==> config.mk <==
export PLATFORM = sky130hd
export DESIGN_NAME = rwc_reset_control
export DESIGN_NICKNAME = d
export VERILOG_FILES = /design/src/rwc_pkg.sv /design/src/rwc_reset_control.sv /design/src/rwc_watchdog_counter.sv
export SDC_FILE = /design/constraint.sdc
export NUM_CORES = 1
export LEC_CHECK = 0
export ABC_AREA = 1
export BUFFER_PORTS_ARGS = -buffer_cell sky130_fd_sc_hd__buf_2
export CAP_MARGIN = 40
export CORE_MARGIN = 5
export CORE_UTILIZATION = 35
export DETAILED_ROUTE_END_ITERATION = 7
export GPL_TIMING_DRIVEN = 0
export PLACE_DENSITY = 0.56
export SETUP_SLACK_MARGIN = 0.15
export SYNTH_ARGS = -nofsm -noshare
export SYNTH_HDL_FRONTEND = slang
export SYNTH_SLANG_ARGS = --single-unit
==> constraint.sdc <==
create_clock -name mclk -period 2.8 [get_ports mclk]
set_input_delay 0.28 -clock mclk [delete_from_list [all_inputs] [get_ports mclk]]
set_output_delay 0.28 -clock mclk [all_outputs]
set_load 0.1 [all_outputs]
==> src/rwc_pkg.sv <==
// rwc_pkg: constants and types for the reset and watchdog control block
// Function
// - while reset holds, I/O registers take initial values; execution restarts at vector.
// - any asserting reset source returns I/O to initial state asynchronously, no clock; here brown-out and watchdog requests are registered first.
// - after all sources go inactive, internal reset stretches by fuse-selected delay.
// - chip reset is the OR of power-on, pin, watchdog and brown-out requests.
// - enabled pin reset acts on low level beyond minimum width; driver holds it.
// - pin returning high starts the delay counter; release after the time-out.
// - power-on detector holds reset below level, delays release, reasserts at once.
// - enabled brown-out asserts reset at once; recovery starts the delay counter.
// - brown-out indications shorter than the minimum detection time are ignored.
// - watchdog reset pulse lasts one system clock; delay starts at its trailing edge.
// - watchdog counter runs from a dedicated 128 kHz time base; here it is mclk divided by WDOG_DIV.
// - watchdog counter clears on restart, on disable and on chip reset.
// - ten selectable time-out periods pick watchdog oscillator cycles before expiry.
// - expiry without restart in reset mode resets and resumes from the vector.
// - expiry may raise an interrupt instead of reset, able to wake power-down.
// - fuse picks safety level: level 1 free period, level 2 locked enable.
// - voltage reference enabled only by brown-out, comparator bandgap select, or converter.
// - change-enable bit clears itself four system clocks after being written one.
// - interrupt mode overrides reset; with reset enable set, expiry clears interrupt enable.
// - sticky reset cause flags; level 1 watchdog flag forces watchdog enable on.
package rwc_pkg;

  // ----------------------------------------------------------------
  // timing
  // ----------------------------------------------------------------
  localparam int CLK_HZ            = 25_000_000;
  localparam int WDOG_OSC_HZ       = 128_000;
  localparam int WDOG_DIV          = CLK_HZ / WDOG_OSC_HZ;
  localparam int BROWNOUT_MIN_NS   = 2000;
  localparam int BROWNOUT_MIN_CYC  = (BROWNOUT_MIN_NS * (CLK_HZ / 1_000_000) + 999) / 1000;
  localparam int START_US0         = 4;
  localparam int START_US1         = 4100;
  localparam int START_US2         = 65000;
  localparam int START_US3         = 65000;
  localparam int START_CYC0        = START_US0 * (CLK_HZ / 1_000_000);
  localparam int START_CYC1        = START_US1 * (CLK_HZ / 1_000_000);
  localparam int START_CYC2        = START_US2 * (CLK_HZ / 1_000_000);
  localparam int START_CYC3        = START_US3 * (CLK_HZ / 1_000_000);
  localparam int OSC_WARM_US       = 64;
  localparam int OSC_WARM_CYC      = OSC_WARM_US * (CLK_HZ / 1_000_000);
  localparam int DELAY_W           = 24;
  localparam logic [2:0] CE_HOLD_CYC = 3'h4;

  // ----------------------------------------------------------------
  // watchdog counter shape
  // ----------------------------------------------------------------
  localparam int WDOG_CNT_W        = 20;
  localparam int WDOG_BASE_LOG2    = 11;
  localparam logic [3:0] WDOG_MAX_SEL = 4'h9;
  localparam int DIV_W             = 8;

  // ----------------------------------------------------------------
  // register map and fields
  // ----------------------------------------------------------------
  localparam int ADDR_W                 = 8;
  localparam logic [7:0] ADDR_STATUS    = 8'h00;
  localparam logic [7:0] ADDR_WDOG      = 8'h04;
  localparam logic [7:0] ADDR_RESTART   = 8'h08;
  localparam logic [7:0] ADDR_ANALOG    = 8'h0C;
  localparam int STAT_POR               = 0;
  localparam int STAT_EXT               = 1;
  localparam int STAT_BROWNOUT          = 2;
  localparam int STAT_WDOG              = 3;
  localparam int STAT_N                 = 4;
  localparam int WD_IRQ_FLAG            = 7;
  localparam int WD_IRQ_EN              = 6;
  localparam int WD_P3                  = 5;
  localparam int WD_CHANGE_EN           = 4;
  localparam int WD_RESET_EN            = 3;
  localparam int AN_CMP_BANDGAP         = 0;
  localparam int AN_ADC_EN              = 1;
  localparam int AN_REF_ON              = 8;
  localparam logic [1:0] RESP_OKAY      = 2'b00;
  localparam logic [1:0] RESP_SLVERR    = 2'b10;
  localparam logic [2:0] BROWNOUT_OFF   = 3'h7;
  localparam logic [3:0] CKSRC_EXTERNAL = 4'h0;

  // ----------------------------------------------------------------
  // types
  // ----------------------------------------------------------------
  typedef struct packed {
    logic [1:0] startupTime;
    logic [3:0] clockSource;
    logic [2:0] brownoutLevel;
    logic       watchdogAlwaysOn;
  } rwc_fuse_t;

  typedef struct packed {
    logic porActive;
    logic brownoutLow;
    logic resetPinN;
  } rwc_supply_t;

  typedef enum logic [1:0] {
    ST_HOLD    = 2'b00,
    ST_STRETCH = 2'b01,
    ST_RUN     = 2'b11
  } rwc_state_t;

endpackage : rwc_pkg

==> src/rwc_reset_control.sv <==
// rwc_reset_control: reset combiner, start-up stretch, watchdog control, AXI4-Lite registers
//
// The address map and the AXI4-Lite register port were decided locally.
module rwc_reset_control
  import rwc_pkg::*;
#(
  parameter int DELAY_CYC0 = START_CYC0,
  parameter int DELAY_CYC1 = START_CYC1,
  parameter int DELAY_CYC2 = START_CYC2,
  parameter int DELAY_CYC3 = START_CYC3,
  parameter int WDOG_TICK  = WDOG_DIV
) (
  input  wire logic              mclk,
  input  wire logic              nrst,
  input  wire rwc_fuse_t         fuse,
  input  wire rwc_supply_t       supply,
  input  wire logic              pinResetEnable,
  input  wire logic              awvalid,
  output logic                   awready,
  input  wire logic [ADDR_W-1:0] awaddr,
  input  wire logic              wvalid,
  output logic                   wready,
  input  wire logic [31:0]       wdata,
  input  wire logic [3:0]        wstrb,
  output logic                   bvalid,
  input  wire logic              bready,
  output logic [1:0]             bresp,
  input  wire logic              arvalid,
  output logic                   arready,
  input  wire logic [ADDR_W-1:0] araddr,
  output logic                   rvalid,
  input  wire logic              rready,
  output logic [31:0]            rdata,
  output logic [1:0]             rresp,
  output logic                   ioResetN,
  output logic                   coreResetN,
  output logic                   vectorStart,
  output logic                   refEnable,
  output logic                   watchdogIrq,
  output logic                   watchdogWake
);

  // ----------------------------------------------------------------
  // reset sources
  // ----------------------------------------------------------------
  localparam int BRN_W = $clog2(BROWNOUT_MIN_CYC + 1);

  logic             brownoutEnable;
  logic             pinLow;
  logic             rawRstN;
  logic [BRN_W-1:0] brnCnt_reg;
  logic             brownoutRst_reg;
  logic             wdogPulse_reg;
  logic             syncStage_reg;

  assign brownoutEnable = (fuse.brownoutLevel != BROWNOUT_OFF);
  assign pinLow         = pinResetEnable && !supply.resetPinN;
  // nrst, power-on and pin act on the flops directly; brown-out and watchdog requests are registered first
  assign rawRstN = nrst && !supply.porActive && !pinLow
                   && !brownoutRst_reg && !wdogPulse_reg;

  // short dips are filtered before they reach the reset tree
  always_ff @(posedge mclk or negedge nrst) begin
    if (!nrst) begin
      brnCnt_reg      <= '0;
      brownoutRst_reg <= 1'b0;
    end else if (brownoutEnable && supply.brownoutLow) begin
      if (brnCnt_reg != BRN_W'(BROWNOUT_MIN_CYC)) begin
        brnCnt_reg <= brnCnt_reg + 1'b1;
      end
      brownoutRst_reg <= (brnCnt_reg >= BRN_W'(BROWNOUT_MIN_CYC - 1));
    end else begin
      brnCnt_reg      <= '0;
      brownoutRst_reg <= 1'b0;
    end
  end

  // asynchronous entry, two-flop synchronous release
  always_ff @(posedge mclk or negedge rawRstN) begin
    if (!rawRstN) begin
      syncStage_reg <= 1'b0;
      ioResetN      <= 1'b0;
    end else begin
      syncStage_reg <= 1'b1;
      ioResetN      <= syncStage_reg;
    end
  end

  // ----------------------------------------------------------------
  // start-up delay
  // ----------------------------------------------------------------
  rwc_state_t         state_reg;
  rwc_state_t         state_next;
  logic [DELAY_W-1:0] delay_reg;
  logic [DELAY_W-1:0] delayLoad;
  logic [DELAY_W-1:0] delayBase;
  logic [DELAY_W-1:0] warmCyc;

  assign warmCyc   = (fuse.clockSource == CKSRC_EXTERNAL) ? '0 : DELAY_W'(OSC_WARM_CYC);
  assign delayBase = (fuse.startupTime == 2'h0) ? DELAY_W'(DELAY_CYC0) :
                     (fuse.startupTime == 2'h1) ? DELAY_W'(DELAY_CYC1) :
                     (fuse.startupTime == 2'h2) ? DELAY_W'(DELAY_CYC2) :
                                                  DELAY_W'(DELAY_CYC3);
  assign delayLoad = delayBase + warmCyc;

  always_comb begin
    state_next = state_reg;
    unique case (state_reg)
      ST_HOLD:    state_next = ST_STRETCH;
      ST_STRETCH: if (delay_reg == '0) state_next = ST_RUN;
      ST_RUN:     state_next = ST_RUN;
      default:    state_next = ST_HOLD;
    endcase
  end

  always_ff @(posedge mclk or negedge ioResetN) begin
    if (!ioResetN) begin
      state_reg   <= ST_HOLD;
      delay_reg   <= '0;
      coreResetN  <= 1'b0;
      vectorStart <= 1'b0;
    end else begin
      state_reg   <= state_next;
      delay_reg   <= (state_reg == ST_HOLD) ? delayLoad :
                     (delay_reg != '0) ? delay_reg - 1'b1 : '0;
      coreResetN  <= (state_next == ST_RUN);
      vectorStart <= (state_next == ST_RUN) && (state_reg != ST_RUN);
    end
  end

  // ----------------------------------------------------------------
  // AXI4-Lite slave
  // ----------------------------------------------------------------
  logic [ADDR_W-1:0] awAddr_reg;
  logic [31:0]       wData_reg;
  logic [3:0]        wStrb_reg;
  logic              awFull_reg;
  logic              wFull_reg;
  logic              wrFire;
  logic [ADDR_W-1:0] wrAddr;
  logic [ADDR_W-1:0] rdAddr;
  logic              wrLane0;
  logic              wrStatus;
  logic              wrWdog;
  logic              wrRestart;
  logic              wrAnalog;
  logic              wrMapped;
  logic              rdMapped;
  logic [31:0]       rdMux;

  assign wrFire    = awFull_reg && wFull_reg && !bvalid;
  assign wrAddr    = {awAddr_reg[ADDR_W-1:2], 2'b00};
  assign rdAddr    = {araddr[ADDR_W-1:2], 2'b00};
  assign wrLane0   = wrFire && wStrb_reg[0];
  assign wrStatus  = wrLane0 && (wrAddr == ADDR_STATUS);
  assign wrWdog    = wrLane0 && (wrAddr == ADDR_WDOG);
  assign wrRestart = wrFire && (wrAddr == ADDR_RESTART);
  assign wrAnalog  = wrLane0 && (wrAddr == ADDR_ANALOG);
  assign wrMapped  = (wrAddr == ADDR_STATUS) || (wrAddr == ADDR_WDOG)
                     || (wrAddr == ADDR_RESTART) || (wrAddr == ADDR_ANALOG);
  assign rdMapped  = (rdAddr == ADDR_STATUS) || (rdAddr == ADDR_WDOG)
                     || (rdAddr == ADDR_RESTART) || (rdAddr == ADDR_ANALOG);

  always_ff @(posedge mclk or negedge nrst) begin
    if (!nrst) begin
      awAddr_reg <= '0;
      wData_reg  <= '0;
      wStrb_reg  <= '0;
      awFull_reg <= 1'b0;
      wFull_reg  <= 1'b0;
      awready    <= 1'b1;
      wready     <= 1'b1;
      bvalid     <= 1'b0;
      bresp      <= RESP_OKAY;
    end else begin
      if (awvalid && awready) begin
        awAddr_reg <= awaddr;
        awFull_reg <= 1'b1;
        awready    <= 1'b0;
      end
      if (wvalid && wready) begin
        wData_reg <= wdata;
        wStrb_reg <= wstrb;
        wFull_reg <= 1'b1;
        wready    <= 1'b0;
      end
      if (wrFire) begin
        bvalid <= 1'b1;
        bresp  <= wrMapped ? RESP_OKAY : RESP_SLVERR;
      end
      if (bvalid && bready) begin
        bvalid     <= 1'b0;
        awFull_reg <= 1'b0;
        wFull_reg  <= 1'b0;
        awready    <= 1'b1;
        wready     <= 1'b1;
      end
    end
  end

  always_ff @(posedge mclk or negedge nrst) begin
    if (!nrst) begin
      arready <= 1'b1;
      rvalid  <= 1'b0;
      rdata   <= '0;
      rresp   <= RESP_OKAY;
    end else if (arvalid && arready) begin
      arready <= 1'b0;
      rvalid  <= 1'b1;
      rdata   <= rdMux;
      rresp   <= rdMapped ? RESP_OKAY : RESP_SLVERR;
    end else if (rvalid && rready) begin
      arready <= 1'b1;
      rvalid  <= 1'b0;
    end
  end

  // ----------------------------------------------------------------
  // reset cause flags
  // ----------------------------------------------------------------
  // these live on the external reset only, so they survive the chip reset they record
  logic [STAT_N-1:0] statFlag_reg;
  logic [STAT_N-1:0] statSet;
  logic [STAT_N-1:0] statClr;

  assign statSet = {wdogPulse_reg, brownoutRst_reg, pinLow, supply.porActive};

  genvar gi;
  generate
    for (gi = 0; gi < STAT_N; gi++) begin : g_flag
      // power-on wipes the other causes; software clears by writing zero
      assign statClr[gi] = (wrStatus && !wData_reg[gi])
                           || ((gi != STAT_POR) && supply.porActive);
      always_ff @(posedge mclk or negedge nrst) begin
        if (!nrst) begin
          statFlag_reg[gi] <= 1'b0;
        end else begin
          statFlag_reg[gi] <= statSet[gi] || (statFlag_reg[gi] && !statClr[gi]);
        end
      end
    end
  endgenerate

  // ----------------------------------------------------------------
  // watchdog control
  // ----------------------------------------------------------------
  logic       resetEn_reg;
  logic       irqEn_reg;
  logic       irqFlag_reg;
  logic [3:0] prescale_reg;
  logic [2:0] changeCnt_reg;
  logic       changeActive;
  logic       effResetEn;
  logic       running;
  logic       expiredRaw;
  logic       expiredSync_reg;
  logic       irqSet;
  logic       irqEnHwClr;
  logic       levelTwo;
  logic       changeArm;

  assign levelTwo     = fuse.watchdogAlwaysOn;
  assign changeActive = (changeCnt_reg != 3'h0);
  assign changeArm    = wData_reg[WD_CHANGE_EN] && wData_reg[WD_RESET_EN];
  assign effResetEn   = resetEn_reg || levelTwo
                        || (!levelTwo && statFlag_reg[STAT_WDOG]);
  assign running      = effResetEn || irqEn_reg;
  assign irqSet       = expiredSync_reg && irqEn_reg;
  assign irqEnHwClr   = irqSet && effResetEn;

  rwc_watchdog_counter #(.TICK_CYC(WDOG_TICK)) u_counter (
    .mclk     (mclk),
    .rstN     (ioResetN),
    .running  (running),
    .restart  (wrRestart),
    .prescale (prescale_reg),
    .expired  (expiredRaw)
  );

  always_ff @(posedge mclk or negedge ioResetN) begin
    if (!ioResetN) begin
      expiredSync_reg <= 1'b0;
      changeCnt_reg   <= 3'h0;
      resetEn_reg     <= 1'b0;
      prescale_reg    <= 4'h0;
      irqEn_reg       <= 1'b0;
      irqFlag_reg     <= 1'b0;
    end else begin
      expiredSync_reg <= expiredRaw;
      if (wrWdog) begin
        changeCnt_reg <= changeArm ? CE_HOLD_CYC : 3'h0;
      end else if (changeActive) begin
        changeCnt_reg <= changeCnt_reg - 1'b1;
      end
      // clearing the enable needs the change window; level two keeps it forced on
      if (wrWdog && wData_reg[WD_RESET_EN]) begin
        resetEn_reg <= 1'b1;
      end else if (wrWdog && changeActive) begin
        resetEn_reg <= 1'b0;
      end
      if (wrWdog && (!levelTwo || changeActive)) begin
        prescale_reg <= {wData_reg[WD_P3], wData_reg[2:0]};
      end
      if (irqEnHwClr) begin
        irqEn_reg <= 1'b0;
      end else if (wrWdog) begin
        irqEn_reg <= wData_reg[WD_IRQ_EN];
      end
      irqFlag_reg <= irqSet || (irqFlag_reg && !(wrWdog && wData_reg[WD_IRQ_FLAG]));
    end
  end

  // expiry in reset mode gives a single clock pulse; release of it starts the stretch
  always_ff @(posedge mclk or negedge nrst) begin
    if (!nrst) begin
      wdogPulse_reg <= 1'b0;
    end else begin
      wdogPulse_reg <= expiredSync_reg && !irqEn_reg && effResetEn;
    end
  end

  always_ff @(posedge mclk or negedge nrst) begin
    if (!nrst) begin
      watchdogIrq  <= 1'b0;
      watchdogWake <= 1'b0;
    end else begin
      // the enable is cleared by the same expiry in combined mode, yet the interrupt must still run
      watchdogIrq  <= irqFlag_reg && (irqEn_reg || effResetEn) && ioResetN;
      watchdogWake <= irqSet;
    end
  end

  // ----------------------------------------------------------------
  // analog enables and voltage reference
  // ----------------------------------------------------------------
  logic cmpBandgap_reg;
  logic adcEn_reg;

  always_ff @(posedge mclk or negedge ioResetN) begin
    if (!ioResetN) begin
      cmpBandgap_reg <= 1'b0;
      adcEn_reg      <= 1'b0;
    end else if (wrAnalog) begin
      cmpBandgap_reg <= wData_reg[AN_CMP_BANDGAP];
      adcEn_reg      <= wData_reg[AN_ADC_EN];
    end
  end

  always_ff @(posedge mclk or negedge nrst) begin
    if (!nrst) begin
      refEnable <= 1'b0;
    end else begin
      refEnable <= brownoutEnable || cmpBandgap_reg || adcEn_reg;
    end
  end

  // ----------------------------------------------------------------
  // read data
  // ----------------------------------------------------------------
  logic [31:0] rdStatus;
  logic [31:0] rdWdog;
  logic [31:0] rdAnalog;

  assign rdStatus = {28'h0, statFlag_reg};
  assign rdWdog   = {24'h0, irqFlag_reg, irqEn_reg, prescale_reg[3], changeActive,
                     effResetEn, prescale_reg[2:0]};
  assign rdAnalog = {23'h0, refEnable, 6'h0, adcEn_reg, cmpBandgap_reg};
  assign rdMux    = (rdAddr == ADDR_STATUS) ? rdStatus :
                    (rdAddr == ADDR_WDOG)   ? rdWdog   :
                    (rdAddr == ADDR_ANALOG) ? rdAnalog : 32'h0;

endmodule : rwc_reset_control

==> src/rwc_watchdog_counter.sv <==
// rwc_watchdog_counter: watchdog time base and prescaled expiry counter
module rwc_watchdog_counter
  import rwc_pkg::*;
#(
  parameter int TICK_CYC = WDOG_DIV
) (
  input  wire logic       mclk,
  input  wire logic       rstN,
  input  wire logic       running,
  input  wire logic       restart,
  input  wire logic [3:0] prescale,
  output logic            expired
);

  logic [DIV_W-1:0]      divCnt_reg;
  logic [WDOG_CNT_W-1:0] count_reg;
  logic                  oscTick;
  logic [3:0]            selClamp;
  logic [WDOG_CNT_W-1:0] limit;
  logic                  atLimit;

  assign oscTick  = (divCnt_reg == DIV_W'(TICK_CYC - 1));
  // reserved select codes fall back to the longest period
  assign selClamp = (prescale > WDOG_MAX_SEL) ? WDOG_MAX_SEL : prescale;
  assign limit    = ~({WDOG_CNT_W{1'b1}} << (WDOG_BASE_LOG2 + int'(selClamp)));
  assign atLimit  = oscTick && (count_reg == limit);

  always_ff @(posedge mclk or negedge rstN) begin
    if (!rstN) begin
      divCnt_reg <= '0;
    end else begin
      divCnt_reg <= oscTick ? '0 : divCnt_reg + 1'b1;
    end
  end

  always_ff @(posedge mclk or negedge rstN) begin
    if (!rstN) begin
      count_reg <= '0;
      expired   <= 1'b0;
    end else begin
      expired <= running && !restart && atLimit;
      if (!running || restart || atLimit) begin
        count_reg <= '0;
      end else if (oscTick) begin
        count_reg <= count_reg + 1'b1;
      end
    end
  end

endmodule : rwc_watchdog_counter

Word level (Yosys, flattened, before mapping)
Index checks and enable logic that the tools add are counted.
- output and inout port bits: 47
- word-level logic and storage cells: 207
- bits of input ports: 73
- register bits: 147
- add/sub/neg operators: 7
- reduce and logical (&&, ||, !) cells: 100
- multiplexer cells: 40
- shift operators: 1
- bitwise gates (word level): 1
- order comparisons: 2
- eq/ne operators: 16
- operators with widths (operator ; count):
    2-to-1 mux 24 bit ; 2
    logical AND 1 bit ; 43
    2-to-1 mux 21 bit ; 2
    2-to-1 mux 20 bit ; 2
    << shifter 20 x 32 -> 20 bit, first input constant ; 1
    2-to-1 mux 9 bit ; 3
    == test 6 x 2 -> 1 bit, second input constant ; 4
    zero test 24 bit ; 1
    nonzero test 24 bit ; 1
    subtractor 24 x 1 -> 24 bit, second input constant ; 1
    adder 21 x 11 -> 22 bit ; 1
    logical OR 1 bit ; 22
    adder 20 x 1 -> 20 bit, second input constant ; 1
    == test 20 bit ; 1
    inverter 20 bit ; 1
    zero test 1 bit ; 19
    2-to-1 mux 1 bit ; 19
    zero test 8 bit ; 2
    nonzero test 2 bit ; 8
    == test 6 x 1 -> 1 bit, second input constant ; 2
    2-to-1 mux 6 bit ; 2
    2-to-1 mux 11 bit ; 1
    2-to-1 mux 3 bit ; 3
    adder 8 x 1 -> 8 bit, second input constant ; 1
    other kinds (19) ; 24

Longest topological paths before layout
- depth in word-level cells: 9
- mapped depth: 20
- depth with buffers taken out: 18

Modules after synthesis
Synthesis repeated with hierarchy kept, for this count alone.
- cell total of the unflattened synthesis: 868
- area, all modules: 6706.4 um^2
- modules (own cells, without submodules) (module ; cells an instance ; times used ; area each (um^2)):
    rwc_reset_control ; 536 ; 1 ; 4511.8
    rwc_watchdog_counter ; 332 ; 1 ; 2194.6

Worst setup path after synthesis
No wires, ideal clock.
- path kind: register to register
- start point: register ioResetN
- end point: register watchdogIrq
- buffers on the path: 0
- clock period less this slack: 2.818 ns
- library setup time: 0.077 ns
- slack: -0.018 ns
- arrival: 2.741 ns
- stages on the path, launching flop included: 3
- required time: 2.723 ns
- cells stage by stage: dfrtp_1 > o211ai_1 > inv_1
- word-level cells in the longest chain between the ends: 1
- ends and longest elaborated chain (what ; RTL line ; source):
    start, declared ; rwc_reset_control.sv:35 ; output logic ioResetN,
    start signal, assigned ; rwc_reset_control.sv:85 ; ioResetN <= syncStage_reg;
    logical AND 1 bit ; rwc_reset_control.sv:328 ; watchdogIrq <= irqFlag_reg && (irqEn_reg || effResetEn) && ioResetN;
    end signal, assigned ; rwc_reset_control.sv:328 ;
    end, declared ; rwc_reset_control.sv:39 ; output logic watchdogIrq,
Every way passes these cells.
A chain may end at the register's enable or synchronous reset.

Final worst setup path
- start point: register prescale_reg[1]
- end point: register u_counter.count_reg[10]
- word-level cells in the longest chain between the ends: 9
- elaborated cells between the ends (all ways): 10
- ends and longest elaborated chain (what ; RTL line ; source):
    start, declared ; rwc_reset_control.sv:250 ; logic [3:0] prescale_reg;
    start signal, assigned ; rwc_reset_control.sv:302 ; prescale_reg <= {wData_reg[WD_P3], wData_reg[2:0]};
    > comparator 4 bit ; rwc_watchdog_counter.sv:24 ; assign selClamp = (prescale > WDOG_MAX_SEL) ? WDOG_MAX_SEL : prescale;
    2-to-1 mux 4 bit (*) ; rwc_watchdog_counter.sv:24 ;
    adder 4 x 4 -> 5 bit (*) ; rwc_watchdog_counter.sv:25 ; assign limit = ~({WDOG_CNT_W{1'b1}} << (WDOG_BASE_LOG2 + int'(selClamp)));
    << shifter 20 x 32 -> 20 bit (*) ; rwc_watchdog_counter.sv:25 ;
    inverter 20 bit (*) ; rwc_watchdog_counter.sv:25 ;
    == test 20 bit (*) ; rwc_watchdog_counter.sv:26 ; assign atLimit = oscTick && (count_reg == limit);
    logical AND 1 bit (*) ; rwc_watchdog_counter.sv:26 ;
    logical OR 1 bit (*) ; rwc_watchdog_counter.sv:42 ; if (!running || restart || atLimit) begin
    2-to-1 mux 20 bit or nonzero test 2 bit (tied branches) ; n/a ;
    end signal, assigned ; rwc_watchdog_counter.sv:45 ; count_reg <= count_reg + 1'b1;
    end, declared ; rwc_watchdog_counter.sv:16 ; logic [WDOG_CNT_W-1:0] count_reg;
Every way passes the cells marked *; elsewhere a longest branch is shown, timed or not.

==> parameters.txt <==
Parameter                              Value

Clock tree
  Total CTS buffers    17
  Count of H-tree levels built during CTS    4
  Number of sinks driven by the clock tree    120
  Clock slew at reported path FFs    approximately 0.06 ns
  Buffer depth of the longest clock path    2
  Clock latency reported for the late side of the worst-skew pair    approximately 0.4 ns
  TritonCTS clock tree    built
  Buffer type at the clock tree root    sky130_fd_sc_hd__clkbuf_16

Critical path
  Critical path's largest stage delay    0.38 ns
  Startpoint kind of the worst setup timing path    register
  Crit end category    register
  Reg2Reg Setup Slack    around 0.086 ns
  Cell-by-cell listing of the critical path    inv_2, a21oi_4, or2_4, ha_4, inv_4, ha_4, buf_8, nand2_4, nand2_4, nor2_4, buf_6, nand2_2, nand2_1, nor2_1, nand3_1, nor2_2, nand3_2, nand2_4, buf_6, buf_8, nor2_1
  Slowest library cell on the worst path    sky130_fd_sc_hd__dfrtp_1
  Cell occurring most often along the worst timing path    sky130_fd_sc_hd__nand2_4
  Critical Setup Path Class    reg2reg
  Critical path arrival    3.01 ns
  Crit path max fanout    8
  Worst endpoint required time    3.09 ns

Timing
  Share of the cycle needed by the critical path after routing    0.969
  Final-report max-slew violation count    0
  Final setup margin    ~0.086 ns
  Max Freq    ~370 MHz
  Fin Hold WS    0.0329 ns
  Max transition margin    0.613
  Worst Max-Slew Pin Slew    0.577 ns
  Aggregate negative setup slack    0 ns
  Setup clock skew after layout    0.0101 ns
  Number of hold violations in the final report    0
  Setup violation total in the final timing report    0
  Unrepaired setup endpoints after global routing    yes
  Minimum clock period    2.71 ns

Layout
  Area delta synth->final    25.7%
  Commonest cells after routing, fill and taps aside    213 x sky130_fd_sc_hd__nand2_1, 114 x sky130_fd_sc_hd__dfrtp_1, 112 x sky130_fd_sc_hd__inv_1, 97 x sky130_fd_sc_hd__nor2_1, 66 x sky130_fd_sc_hd__buf_2
  Total of fill cells in the finished design    around 1.8k
  Net total in the final layout    1,059
  # diodes    0
  Combined area of the multi-input logic cells    0.00303 mm²
  Share of post-route cells with drive strength above 1    0.191
  Final core occ    0.443
  Post-route cell area    0.00821 mm²
  Most common library cell in the layout ignoring fill and taps    sky130_fd_sc_hd__nand2_1
  Flip-flop count of the largest register after layout    24
  Seq. cell area    0.00301 mm²

Yosys
  Sequential share of the synthesized area    0.461
  Cell count after synthesis    around 840
  Cell Area, Synth    0.00653 mm²
  Ys flop type    sky130_fd_sc_hd__dfrtp_1
  Share of async-settable or async-resettable flops after synthesis    1.00
  Distinct cell type count after synthesis    44
  Number of storage elements in the synthesis netlist    120
  Dominant cell type by area after synthesis    sky130_fd_sc_hd__dfrtp_1
  Number of enable-type register cells in the synthesized netlist    0
  Top cell type's share of synthesized area    0.449
  Synthesized area per cell    between 7 and 8 µm²
  Cell types with the largest area share after synthesis    sky130_fd_sc_hd__dfrtp_1 45%, sky130_fd_sc_hd__nand2_1 12%, sky130_fd_sc_hd__inv_1 6.6%, sky130_fd_sc_hd__nor2_1 6.0%, sky130_fd_sc_hd__xor2_1 4.3%
  Synth warn    0

Floorplan
  Ports placed on the boundary    120
  Die extent in y    ~150 µm
  Width of the die    approximately 150 µm
  # rows    50
  Die Area    ~0.021 mm²
  Core outline area    0.0185 mm²
  Initial standard-cell utilization of the core    0.352

Power and ir drop
  Worst ir drop on vdd    456 µV
  Leakage component of the power    4.22 nW
  Cell area power density    832 mW/mm²

Routing
  Final Routed Wirelength    15,100 µm
  Number of design rule violations left after detail routing    0
  Via total after detailed routing    5,474
  Detailed-route wire length per cell    12.4 µm
  Number of DRC violations after detailed-routing iteration 0    274
  First-pass iteration count of the detailed router    4
  Antenna-violating nets left    0
  Via density per instance    4.51

Outcome
  Run status    completed

Min path
  Worst hold-check path type    in2reg

Place
  Placed inst area    a little over 0.007 mm²
  HPWL after detailed placement    11,000 µm
  Pre-CTS worst setup slack    -0.212 ns
  Buffers added on ports    63
  Routability cong.    0.840

Job
  Max-cap violation count    0

Global routing
  Wire length of the first global-routing pass    25,900 µm
  Maximum number of pins on one net before global-route repair    40
  Remaining global-route overflow    0
  Antenna violations before repair    0
  Number of global-route vias before repair    5,351
  Overall track demand over capacity in global routing    0.148
repair_timing:
item	in CTS	in global routing
hold buffers	3	0
pin swaps	5	10
hold endpoints to repair	15	0
setup buffers	16	2
resized for setup	17	23
cloned	1	0
endpoints found under the setup margin	21	21
synth_stat cells (2+ instances only):
library cell,count
sky130_fd_sc_hd__nand2_1,217
sky130_fd_sc_hd__dfrtp_1,117
sky130_fd_sc_hd__inv_1,115
sky130_fd_sc_hd__nor2_1,105
sky130_fd_sc_hd__nand3_1,52
sky130_fd_sc_hd__o21ai_0,43
sky130_fd_sc_hd__xor2_1,32
sky130_fd_sc_hd__buf_4,26
sky130_fd_sc_hd__ha_1,18
sky130_fd_sc_hd__nand4_1,17
sky130_fd_sc_hd__nor3_1,15
sky130_fd_sc_hd__a21oi_1,11
sky130_fd_sc_hd__or2_2,6
sky130_fd_sc_hd__clkbuf_1,5
sky130_fd_sc_hd__nor4_1,5
sky130_fd_sc_hd__o31ai_1,4
sky130_fd_sc_hd__xnor2_1,4
sky130_fd_sc_hd__a31oi_1,3
sky130_fd_sc_hd__buf_2,3
sky130_fd_sc_hd__dfstp_2,3
sky130_fd_sc_hd__o21a_1,3
sky130_fd_sc_hd__o21bai_1,3
sky130_fd_sc_hd__a211oi_1,2
sky130_fd_sc_hd__and3_1,2
sky130_fd_sc_hd__conb_1,2
sky130_fd_sc_hd__inv_2,2
sky130_fd_sc_hd__nand2_2,2
sky130_fd_sc_hd__nor2_2,2
sky130_fd_sc_hd__nor2_4,2
sky130_fd_sc_hd__o211ai_1,2
sky130_fd_sc_hd__o22ai_1,2
critical path: cells and delay by family (launching register included):
family                   cells  cell delay [ns]
AO/OA/AOI/OAI                1             0.17
buffers and inverters        6             0.59
adder cells (fa/ha/maj)      2             0.39
flip-flops                   1             0.38
AND/OR/NAND/NOR             12             1.08
metrics by stage:
step / std cells / total power [mW]
floorplan: 862 / 3.81
global placement: 1159 / 4.21
detailed placement: 1161 / 4.23
CTS: 1212 / 6.73
global route: 1214 / 7.27
finish: 1214 / 6.83
cell families (layout without fill, tap and decap cells):
kind of cell,Yosys count,count (layout),synth area share
compound gates,78,78,0.0682
fa+ha+maj,18,18,0.0345
other cells,2,26,0.00115
xor+xnor,36,36,0.0483
buf+inv,154,272,0.105
simple gates,430,430,0.282
flops,120,120,0.461
area by class of cell:
cell class              instances  area share
clock inverters                 8      0.0146
multi-input cells             588       0.369
well taps                     234      0.0357
plain buffers                  36      0.0316
clock buffers                  23      0.0595
inverters                     118      0.0549
flip-flops and latches        120       0.367
repair buffers                 87      0.0677
layer usage:
layer | global-route usage | wire (µm) | up-vias
li1 | - | - | 2846
met1 | 0.200 | 7230 | 2519
met2 | 0.231 | 7010 | 91
met3 | 0.0348 | 603 | 18
met4 | 0.0541 | 231 | 0
met5 | 0 | 0 | -
final timing paths:
kind,from,endpoint,cells after the start
min in group asynchronous,supply[2],syncStage_reg,4
max in group asynchronous,nrst,ioResetN,5
hold / removal,wvalid,wready,2
setup / recovery,prescale_reg[1],u_counter.count_reg[10],21
setup reg to reg,prescale_reg[1],u_counter.count_reg[10],21
hold reg to reg,ioResetN,adcEn_reg,0
report_power, final:
group	leakage [nW]	total, mW	internal (mW)	switching, mW
Combinational	2.38	2.32	0.773	1.55
Sequential	1.55	2.27	2.05	0.220
Clock	0.295	2.24	1.48	0.753
Total	4.22	6.83	4.30	2.52
Note: power is estimated with default switching activity, not from simulation.
